### src/verilog/pia_pkg.sv
// Package of constants and carrier types for the priority interrupt arbiter
package pia_pkg;
  localparam int NUM_SRC = 64;
  localparam int SRC_W = 6;
  localparam int LEVEL_W = 2;
  localparam int NUM_LEVEL = 4;
  localparam int VEC_W = 7;
  localparam int BASE_W = 14;
  localparam int FAST_LOW_W = 16;
  localparam int FAST_HIGH_W = 5;
  localparam int ADDR_W = 21;
  localparam int NUM_FAST = 2;
  // Vector number of source 0; low slots belong to core exceptions
  localparam logic [VEC_W-1:0] VEC_OFFSET = 7'h10;
  // Sources whose level software cannot change, and that level
  localparam logic [NUM_SRC-1:0] FIXED_MASK = 64'h0000_0000_0000_0003;
  localparam logic [LEVEL_W-1:0] FIXED_LEVEL = 2'h3;
  localparam logic [LEVEL_W-1:0] FAST_LEVEL = 2'h2;
  localparam logic [ADDR_W-1:0] BOOT_ADDR = 21'h00_0000;
  localparam logic [LEVEL_W-1:0] STAT_NONE = 2'h0;
  localparam logic [LEVEL_W-1:0] STAT_P0 = 2'h1;
  localparam logic [LEVEL_W-1:0] STAT_P1 = 2'h2;
  localparam logic [LEVEL_W-1:0] STAT_P23 = 2'h3;

  typedef struct packed {
    logic [VEC_W-1:0] match;
    logic [FAST_LOW_W-1:0] addrLow;
    logic [FAST_HIGH_W-1:0] addrHigh;
  } pia_fast_cfg_t;

  typedef struct packed {
    logic pending;
    logic fast;
    logic [LEVEL_W-1:0] level;
    logic [VEC_W-1:0] vecNum;
    logic [ADDR_W-1:0] addr;
  } pia_present_t;

  typedef enum logic [0:0] {PIA_BOOT, PIA_RUN} pia_state_t;
endpackage
### src/verilog/pia_arbiter.sv
// Priority interrupt arbiter top: level arbitration, vectoring, fast channels, wake-up
`timescale 1ns/1ps
module pia_arbiter (
  input wire logic clock,
  input wire logic resetn,
  input wire logic [pia_pkg::NUM_SRC-1:0] irqReq,
  input wire logic [pia_pkg::NUM_SRC-1:0] irqEnable,
  input wire logic [pia_pkg::NUM_SRC-1:0][pia_pkg::LEVEL_W-1:0] priorityAssign,
  input wire logic [pia_pkg::BASE_W-1:0] vectorBase,
  input wire pia_pkg::pia_fast_cfg_t fastMatchZero,
  input wire pia_pkg::pia_fast_cfg_t fastMatchOne,
  input wire logic [1:0] coreMask,
  input wire logic lowPower,
  output logic irqPending_r,
  output logic fastIrq_r,
  output logic fastChannel_r,
  output logic [pia_pkg::VEC_W-1:0] vectorNum_r,
  output logic [pia_pkg::ADDR_W-1:0] vectorAddr_r,
  output logic [pia_pkg::LEVEL_W-1:0] presentedLevel_r,
  output logic bootFetch_r,
  output logic clockRestart_r
);

  ////////////////////////////////////////////////////////////////////////////
  // Per-level request vectors
  logic [pia_pkg::NUM_LEVEL-1:0][pia_pkg::NUM_SRC-1:0] levelReq;
  logic [pia_pkg::NUM_LEVEL-1:0] levelValid;
  logic [pia_pkg::NUM_LEVEL-1:0][pia_pkg::SRC_W-1:0] levelIndex;

  always_comb begin
    for (int l = 0; l < pia_pkg::NUM_LEVEL; l++) begin
      for (int i = 0; i < pia_pkg::NUM_SRC; i++) begin
        // Fixed sources ignore software priority
        levelReq[l][i] = irqReq[i] & irqEnable[i] &
          ((pia_pkg::FIXED_MASK[i] ? pia_pkg::FIXED_LEVEL : priorityAssign[i]) == l[1:0]);
      end
    end
  end

  generate
    for (genvar g = 0; g < pia_pkg::NUM_LEVEL; g++) begin : gLevel
      pia_level_encoder #(.N(pia_pkg::NUM_SRC), .W(pia_pkg::SRC_W)) uEnc (
        .req(levelReq[g]),
        .valid(levelValid[g]),
        .index(levelIndex[g])
      );
    end
  endgenerate

  ////////////////////////////////////////////////////////////////////////////
  // Cross-level winner and vector formation
  pia_pkg::pia_present_t win;
  logic [pia_pkg::SRC_W-1:0] winIdx;
  logic [pia_pkg::NUM_FAST-1:0] fastHit;

  always_comb begin
    win = '0;
    winIdx = '0;
    for (int l = 0; l < pia_pkg::NUM_LEVEL; l++) begin
      if (levelValid[l]) begin
        win.pending = 1'b1;
        win.level = l[1:0];
        winIdx = levelIndex[l];
      end
    end
    win.vecNum = pia_pkg::VEC_OFFSET + {1'b0, winIdx};
    // Level filter the core applies; also lets a higher request nest
    win.pending = win.pending && (win.level >= coreMask);
    fastHit[0] = win.level == pia_pkg::FAST_LEVEL && win.vecNum == fastMatchZero.match;
    fastHit[1] = win.level == pia_pkg::FAST_LEVEL && win.vecNum == fastMatchOne.match;
    win.fast = win.pending && (|fastHit);
    if (win.fast && fastHit[0]) begin
      win.addr = {fastMatchZero.addrHigh, fastMatchZero.addrLow};
    end else if (win.fast) begin
      win.addr = {fastMatchOne.addrHigh, fastMatchOne.addrLow};
    end else begin
      win.addr = {vectorBase, win.vecNum};
    end
  end

  ////////////////////////////////////////////////////////////////////////////
  // Presentation registers, boot fetch and wake-up
  pia_pkg::pia_state_t state_r;
  pia_pkg::pia_state_t state_nxt;
  logic irqPending_nxt;
  logic fastIrq_nxt;
  logic fastChannel_nxt;
  logic [pia_pkg::VEC_W-1:0] vectorNum_nxt;
  logic [pia_pkg::ADDR_W-1:0] vectorAddr_nxt;
  logic [pia_pkg::LEVEL_W-1:0] presentedLevel_nxt;
  logic bootFetch_nxt;
  logic lowPower_r;
  logic [pia_pkg::NUM_SRC-1:0] wakeEnable_r;
  logic [pia_pkg::NUM_SRC-1:0] wakeEnable_nxt;
  logic clockRestart_nxt;

  always_comb begin
    state_nxt = pia_pkg::PIA_RUN;
    bootFetch_nxt = 1'b0;
    irqPending_nxt = win.pending;
    fastIrq_nxt = win.fast;
    fastChannel_nxt = win.fast && !fastHit[0];
    vectorNum_nxt = win.vecNum;
    vectorAddr_nxt = win.addr;
    unique case (state_r)
      pia_pkg::PIA_BOOT: begin
        // One cycle of the initial fetch address before arbitration takes over
        bootFetch_nxt = 1'b1;
        irqPending_nxt = 1'b0;
        fastIrq_nxt = 1'b0;
        fastChannel_nxt = 1'b0;
        vectorAddr_nxt = pia_pkg::BOOT_ADDR;
      end
      pia_pkg::PIA_RUN: begin
      end
    endcase
    if (!irqPending_nxt) begin
      presentedLevel_nxt = pia_pkg::STAT_NONE;
    end else begin
      unique case (win.level)
        2'h0: presentedLevel_nxt = pia_pkg::STAT_P0;
        2'h1: presentedLevel_nxt = pia_pkg::STAT_P1;
        default: presentedLevel_nxt = pia_pkg::STAT_P23;
      endcase
    end
    // Enables are frozen at entry so later enables cannot wake the core
    wakeEnable_nxt = (lowPower && !lowPower_r) ? irqEnable : wakeEnable_r;
    clockRestart_nxt = lowPower && lowPower_r && |(irqReq & wakeEnable_r);
  end

  always_ff @(posedge clock or negedge resetn) begin
    if (!resetn) begin
      state_r <= pia_pkg::PIA_BOOT;
      bootFetch_r <= 1'b0;
      irqPending_r <= 1'b0;
      fastIrq_r <= 1'b0;
      fastChannel_r <= 1'b0;
      vectorNum_r <= '0;
      vectorAddr_r <= pia_pkg::BOOT_ADDR;
      presentedLevel_r <= pia_pkg::STAT_NONE;
      lowPower_r <= 1'b0;
      wakeEnable_r <= '0;
      clockRestart_r <= 1'b0;
    end else begin
      state_r <= state_nxt;
      bootFetch_r <= bootFetch_nxt;
      irqPending_r <= irqPending_nxt;
      fastIrq_r <= fastIrq_nxt;
      fastChannel_r <= fastChannel_nxt;
      vectorNum_r <= vectorNum_nxt;
      vectorAddr_r <= vectorAddr_nxt;
      presentedLevel_r <= presentedLevel_nxt;
      lowPower_r <= lowPower;
      wakeEnable_r <= wakeEnable_nxt;
      clockRestart_r <= clockRestart_nxt;
    end
  end

endmodule // pia_arbiter

### src/verilog/pia_level_encoder.sv
// Lowest-index-wins priority encoder for one level
`timescale 1ns/1ps
module pia_level_encoder #(
  parameter int N = 64,
  parameter int W = 6
) (
  input wire logic [N-1:0] req,
  output logic valid,
  output logic [W-1:0] index
);
  always_comb begin
    valid = |req;
    index = '0;
    // Descending scan so the lowest active index is left last
    for (int i = N - 1; i >= 0; i--) begin
      if (req[i]) begin
        index = W'(i);
      end
    end
  end
endmodule // pia_level_encoder

### config.mk
export PLATFORM = sky130hd
export DESIGN_NAME = pia_arbiter
export DESIGN_NICKNAME = d
export VERILOG_FILES = /design/src/verilog/pia_pkg.sv /design/src/verilog/pia_arbiter.sv /design/src/verilog/pia_level_encoder.sv
export SDC_FILE = /design/constraint.sdc
export NUM_CORES = 1
export LEC_CHECK = 0
export ABC_CLOCK_PERIOD_IN_PS = 2900
export BUFFER_PORTS_ARGS = -buffer_cell sky130_fd_sc_hd__clkbuf_2
export CORE_ASPECT_RATIO = 1.4
export CORE_MARGIN = 4
export CORE_UTILIZATION = 23
export DETAILED_ROUTE_END_ITERATION = 16
export MAX_ROUTING_LAYER = met4
export PLACE_DENSITY_LB_ADDON = 0.05
export SETUP_SLACK_MARGIN = 0.5
export SYNTH_ARGS = -nofsm -noshare
export SYNTH_HDL_FRONTEND = slang
export SYNTH_SLANG_ARGS = --single-unit
### constraint.sdc
create_clock -name clock -period 2.9 [get_ports clock]
set_clock_uncertainty 0.05 [all_clocks]
set_input_delay 0.58 -clock clock [delete_from_list [all_inputs] [get_ports clock]]
set_output_delay 0.58 -clock clock [all_outputs]
set_load 0.005 [all_outputs]
* After elaboration in Yosys (flattened, before gate mapping)
Cells that the tools add are included.
** Storage, ports and cells
- Register bits after elaboration :: 101
- Input bits :: 331
- Output and inout port bits :: 35
- Logic and storage cells :: 866
** Operators by class
- Add/subtract/negate cells :: 1
- $lt $le $gt $ge :: 1
- Eq/ne operators :: 190
- Multiplexer cells :: 270
- Bitwise logic cells :: 313
- Reduce and logical (&&, ||, !) cells :: 80
** Operators by type and width (count)
- $mux W6 :: 254
- $and A1 B1 Y1 :: 312
- $eq A2 B2 Y1 const B :: 125
- $reduce_or A62 Y1 :: 3
- $reduce_or A64 Y1 :: 2
- $eq A2 B1 Y1 const B :: 63
- $logic_not A2 Y1 :: 63
- $and A64 B64 Y64 :: 1
- $mux W21 :: 3
- $eq A7 B7 Y1 :: 2
- $logic_and A1 B1 Y1 :: 9
- $mux W1 :: 9
- $add A5 B6 Y7 const A :: 1
- $mux W2 :: 3
- $pmux W2 S2 :: 1
- $ge A2 B2 Y1 :: 1
- $logic_not A1 Y1 :: 2
- $reduce_or A2 Y1 :: 1

* Longest topological paths before layout
- Depth in word-level cells :: 76
- Mapped depth :: 19
- Depth with buffers taken out :: 16

* Cells and area by module
From an unflattened synthesis, not the netlist that was laid out.
** Unflattened totals
- Cell total of the unflattened synthesis :: 1414
- Area, all modules :: 10099.7 um^2
** By module, submodules not included
- pia_arbiter :: times used 1, cells each 834, area an instance 6551.3 um^2, sequential area each 2527.4 um^2
- pia_level_encoder :: times used 4, cells each 145, area an instance 887.1 um^2, sequential area each 0.0 um^2

* Least setup slack after synthesis
No wires, ideal clock.
- Path type :: input to register
- From :: input port irqEnable[36] (netlist bit)
- To :: register vectorAddr_r[10] (netlist bit)
- Data arrival time :: 4.171 ns
- Data required time :: 2.724 ns
- Slack :: -1.447 ns
- Stages on the path :: 19
- Buffers on the path :: 3
- Cells stage by stage :: and4b_1 -> or4_4 -> nor4_4 -> and4_1 -> buf_4 -> nand2b_4 -> nor4_1 -> nor2_1 -> inv_1 -> ha_1 -> xor2_1 -> or4_1 -> inv_1 -> o2111a_1 -> nand3b_1 -> buf_6 -> buf_6 -> mux2i_1 -> a21oi_1
** On the way
- Longest elaborated chain between the ends :: 49
- Elaborated cells between the ends (all ways) :: 176
- Those cells by class :: add/sub (1); order compare (1); eq/ne (3); mux (156); bitwise (5); reduce/logical (10)
** Ends and longest elaborated chain
- from (decl) :: line pia_arbiter.sv:7 : input wire logic [pia_pkg::NUM_SRC-1:0] irqEnable,
- $and A1 B1 Y1 * :: line pia_arbiter.sv:34 : levelReq[l][i] = irqReq[i] & irqEnable[i] &
- $and A1 B1 Y1 :: line pia_arbiter.sv:34
- $mux W6 (35 in series) :: line pia_level_encoder.sv:16 : if (req[i]) begin
- $mux W6 (3 in series) :: line pia_arbiter.sv:60 : if (levelValid[l]) begin
- $mux W6 * :: line pia_arbiter.sv:60
- $add A5 B6 Y7 * :: line pia_arbiter.sv:66 : win.vecNum = pia_pkg::VEC_OFFSET + {1'b0, winIdx};
- named net vectorNum_nxt (one bit) :: line pia_arbiter.sv:88 : logic [pia_pkg::VEC_W-1:0] vectorNum_nxt;
- $eq A7 B7 Y1 (on tied branches) :: line pia_arbiter.sv:69, pia_arbiter.sv:70
- $logic_and A1 B1 Y1 (on tied branches) :: line pia_arbiter.sv:69, pia_arbiter.sv:70
- $reduce_or A2 Y1 :: line pia_arbiter.sv:71 : win.fast = win.pending && (|fastHit);
- $logic_and A1 B1 Y1 :: line pia_arbiter.sv:71
- $mux W21 / $logic_and A1 B1 Y1 (equally long branches) :: line pia_arbiter.sv:74, pia_arbiter.sv:72
- $mux W21 * :: line pia_arbiter.sv:72 : if (win.fast && fastHit[0]) begin
- $mux W21 * :: line pia_arbiter.sv:105 : unique case (state_r)
- named net vectorAddr_nxt (one bit) :: line pia_arbiter.sv:89 : logic [pia_pkg::ADDR_W-1:0] vectorAddr_nxt;
- to (signal assigned) :: line pia_arbiter.sv:139 : vectorAddr_r <= pia_pkg::BOOT_ADDR;
- to (signal assigned) :: line pia_arbiter.sv:151 : vectorAddr_r <= vectorAddr_nxt;
- to (decl) :: line pia_arbiter.sv:18 : output logic [pia_pkg::ADDR_W-1:0] vectorAddr_r,
Mark *: on every way through the listed nets, which the timed path passes. The rest lies on a longest branch.
A chain may end at the register's enable or synchronous reset.

* Final worst setup path
- From :: input port irqEnable[14] (netlist bit)
- To :: register vectorAddr_r[11] (netlist bit)
** On the way
- Longest elaborated chain between the ends :: 27
- Elaborated cells between the ends (all ways) :: 88
- Those cells by class :: add/sub (1); order compare (1); eq/ne (3); mux (68); bitwise (5); reduce/logical (10)
** Ends and longest elaborated chain (line)
- $and A1 B1 Y1 * :: pia_arbiter.sv:34
- $and A1 B1 Y1 :: pia_arbiter.sv:34
- $mux W6 (13 in series) :: pia_level_encoder.sv:16
- $mux W6 (3 in series) :: pia_arbiter.sv:60
- $mux W6 * :: pia_arbiter.sv:60
- $add A5 B6 Y7 * :: pia_arbiter.sv:66
- named net vectorNum_nxt (one bit) :: pia_arbiter.sv:88
- $eq A7 B7 Y1 (on tied branches) :: pia_arbiter.sv:69, pia_arbiter.sv:70
- $logic_and A1 B1 Y1 (on tied branches) :: pia_arbiter.sv:69, pia_arbiter.sv:70
- $reduce_or A2 Y1 :: pia_arbiter.sv:71
- $logic_and A1 B1 Y1 :: pia_arbiter.sv:71
- $mux W21 / $logic_and A1 B1 Y1 (equally long branches) :: pia_arbiter.sv:74, pia_arbiter.sv:72
- $mux W21 * :: pia_arbiter.sv:72
- $mux W21 * :: pia_arbiter.sv:105
- named net vectorAddr_nxt (one bit) :: pia_arbiter.sv:89
Marks and branches as above.

==> results.cfg <==
[detailed_routing]
antenna_left = 0
routed_wl_mm = 72.5
vias = 14838
drc = 0
vias_per_cell = 5.28
routedWlPerCell_um = 25.8
drtIter0Drc = 742
drt_first_pass_iters = 7

[placed_design]
dpl.hpwl_mm = 64.8
place_area_um2 = 18100
routabilityCongestion = 0.972
io_buffers = 361

[cts]
cts_tree = yes
numCtsBuffers = 9
cts_root_buf = clkbuf_16
clk_latency_ns = 0.42
clk_pin_slew_worst_paths_ns = 0.08
cts.sinks = 101
h-tree-depth = 3
clk_path_buf_depth = 2
holdBufCountCts = 0

[timing]
min_period_over_period_pct = 142
final_hold_viol_count = 0
final.setup.tns_ns = -27.92
fin_crit_ns = 4.11
final_critical_path_setup_slack_ns = -1.21
timing.slew.headroom_pct = 51.1
rsz0062_at_grt = yes
finalMaxSlewViolations = 0
setup_viol_count_final = 27
worst_slew_pin_slew_ns = 0.727
max_freq_mhz = 244

[cells_and_area]
n_antenna_cell = 0
area_growth_pct = 86.1
finish.instance_area_um2 = 19400
drive_above_1_share_pct = 56.8
finalNetCount = 2577

[setup_path]
crit_required_ns = 3.13
start_kind = primary input
critPathMaxStageDelay_ns = 0.44
critical_path_class = primary input to flop
crit_fanout = 18
cpMostUsedCell = buf_4
cp-end-kind = flop
cp_slowest_cell = or4_4
arrival_ns = 4.34
cp_cell_sequence = clkbuf_2 > buf_4 > and4b_1 > nor4_2 > buf_4 > and4_1 > and4_4 > nand2b_4 > nor4_4 > nor2_4 > inv_2 > ha_4 > xor2_1 > or4_4 > inv_4 > o2111a_1 > nand3b_1 > buf_12 > mux2i_1 > a21oi_1

[yosys]
syn_avg_cell_area_um2 = 8.77
async_reset_ff_share_pct = 100
synth_ff_type = dfrtp_1
netlist_instances = 1187
yosysUniqueCellTypes = 82
synth_enable_flop_cells = 0
netlist_area_um2 = 10400
synth-seq-cells = 101
ys_seq_area_share_pct = 24.3
synth_nets = 1521
ys_warn_count = 0

[floorplanning]
dieArea_um2 = 48800
start_util_pct = 23.2
core.rowCount = 92
io_pins = 366
die_y_um = 260
core_region_area_um2 = 44900
fp.dieW_um = 188

[pwr]
max-vdd-ir-drop_v = 0.000333
power_density_nw_per_um2 = 315
power_leakage_uw = 0.00960

[grt]
grt_pass1_vias = 15256
antenna_found_initial = 0
track_usage_pct = 29.5
grt_first_pass_wirelength_mm = 101
grt_start_max_net_pins = 42
overflow = 0

[hold_path]
hp-class = primary input to asynchronous set/reset pin

[run_status]
status = complete, but fails checks
failed_checks = negative setup slack

[run]
drv_cap = 0
==> synth_stat cells (all sizes together), types with 19 or more instances <==
cell	instances	area, um^2
nand4	112	701
dfrtp	101	2530
nand4b	89	780
nand2	81	304
mux2	66	743
o21ai	61	305
nor2	56	210
nor4bb	56	561
and4b	55	554
a21oi	53	269
nor4	41	299
nand3	28	140
nand2b	24	158
and4	20	175
mux2i	19	190
nor3	19	95.1
==> sequential cells by signal, indices dropped and copies added, names as in the netlist <==
| signal | count |
|---|---|
| lowPower_r | 1 |
| presentedLevel_r | 2 |
| bootFetch_r | 1 |
| irqPending_r | 1 |
| state_r | 1 |
| vectorAddr_r | 21 |
| vectorNum_r | 7 |
| wakeEnable_r | 64 |
| clockRestart_r | 1 |
| fastIrq_r | 1 |
| fastChannel_r | 1 |
==> layout make-up <==
cell class,count,area (um^2)
clock buffer,10,239
clock inverter,5,85.1
fill,4614,25500
inverter,17,66.3
multi-input combinational,1054,8510
sequential,101,2530
tap,564,706
timing repair buffer,1060,7240
==> logic make-up after synthesis <==
logic type	Yosys count	synth area share, %
simple gates	662	44.4
fa+ha+maj	3	0.361
xor+xnor	11	0.997
buf+inv	32	1.35
other cells	1	0.0360
mux	85	8.97
compound gates	292	19.6
flops	101	24.3
==> path summary, 6_finish.rpt <==
| path | start | endpoint | slack [ns] | cells after the start |
|---|---|---|---|---|
| max | irqEnable[14] | vectorAddr_r[11] | -1.21 | 20 |
| min in group clock | lowPower | lowPower_r | 0.28 | 1 |
| max in group asynchronous | resetn | wakeEnable_r[33] | 2.05 | 2 |
| min reg2reg | wakeEnable_r[13] | wakeEnable_r[13] | 0.46 | 1 |
| max reg2reg | wakeEnable_r[52] | clockRestart_r | 0.94 | 7 |
| min | resetn | vectorAddr_r[18] | 0.11 | 1 |
==> cell usage in the layout, fill, tap and decap left out, types with 15 or more instances in the layout <==
cell and n:
nor4bb_1 41, and4b_1 46, nand2_1 79, clkbuf_2 354
buf_6 24, mux2_2 66, nand3_1 27, o21ai_0 51
o211ai_1 18, nand2b_1 21, nor2_1 52, nand4_1 112
dfrtp_1 101, nand4b_1 89, nor3_1 17, inv_1 15
mux2i_1 19, a21oi_1 48, nor4_1 18, buf_4 673
nor2b_1 16
==> critical path: cells and delay by family <==
kind / cells / cell delay, ns
AND/OR/NAND/NOR: 9 / 2.09
buffers and inverters: 6 / 0.87
AO/OA/AOI/OAI: 2 / 0.25
adder cells (fa/ha/maj): 1 / 0.19
multiplexers: 1 / 0.17
XOR/XNOR: 1 / 0.15
==> metrics by stage <==
step           util [%]  setup WS [ns]  instances  power [uW]  hold WS, ns
2_1_floorplan         -          -1.36       1187        2640        0.234
3_3_place_gp       40.4          -2.06       2778        4450        0.438
3_5_place_dp       40.4          -2.11       2778        4450        0.444
4_1_cts            42.4          -1.22       2803        6080        0.118
5_1_grt            43.2          -1.39       2811        6410        0.153
6_report           43.2          -1.21       2811        6110        0.109
==> metal layers <==
layer	part of all wire (%)	global-route usage (%)	up-vias
li1	-	-	7156
met1	36	28.9	7115
met2	55	56.5	455
met3	3.1	2.40	112
met4	6.8	17.3	0
met5	0	-	-
==> timing repair <==
item                       CTS  global route
setup endpoints to repair   33            33
cloned                       0             0
buffers inserted            10             8
pin swaps                   41            32
resized for setup          113            53
==> where the power goes <==
part | total [uW] | leakage (uW) | internal, uW | switching [uW]
Combinational | 2980 | 0.00822 | 1510 | 1480
Sequential | 1670 | 0.00122 | 1580 | 93.6
Clock | 1450 | 0.000155 | 779 | 674
Total | 6110 | 0.00960 | 3870 | 2240
Power figures use the tool's default switching activity.
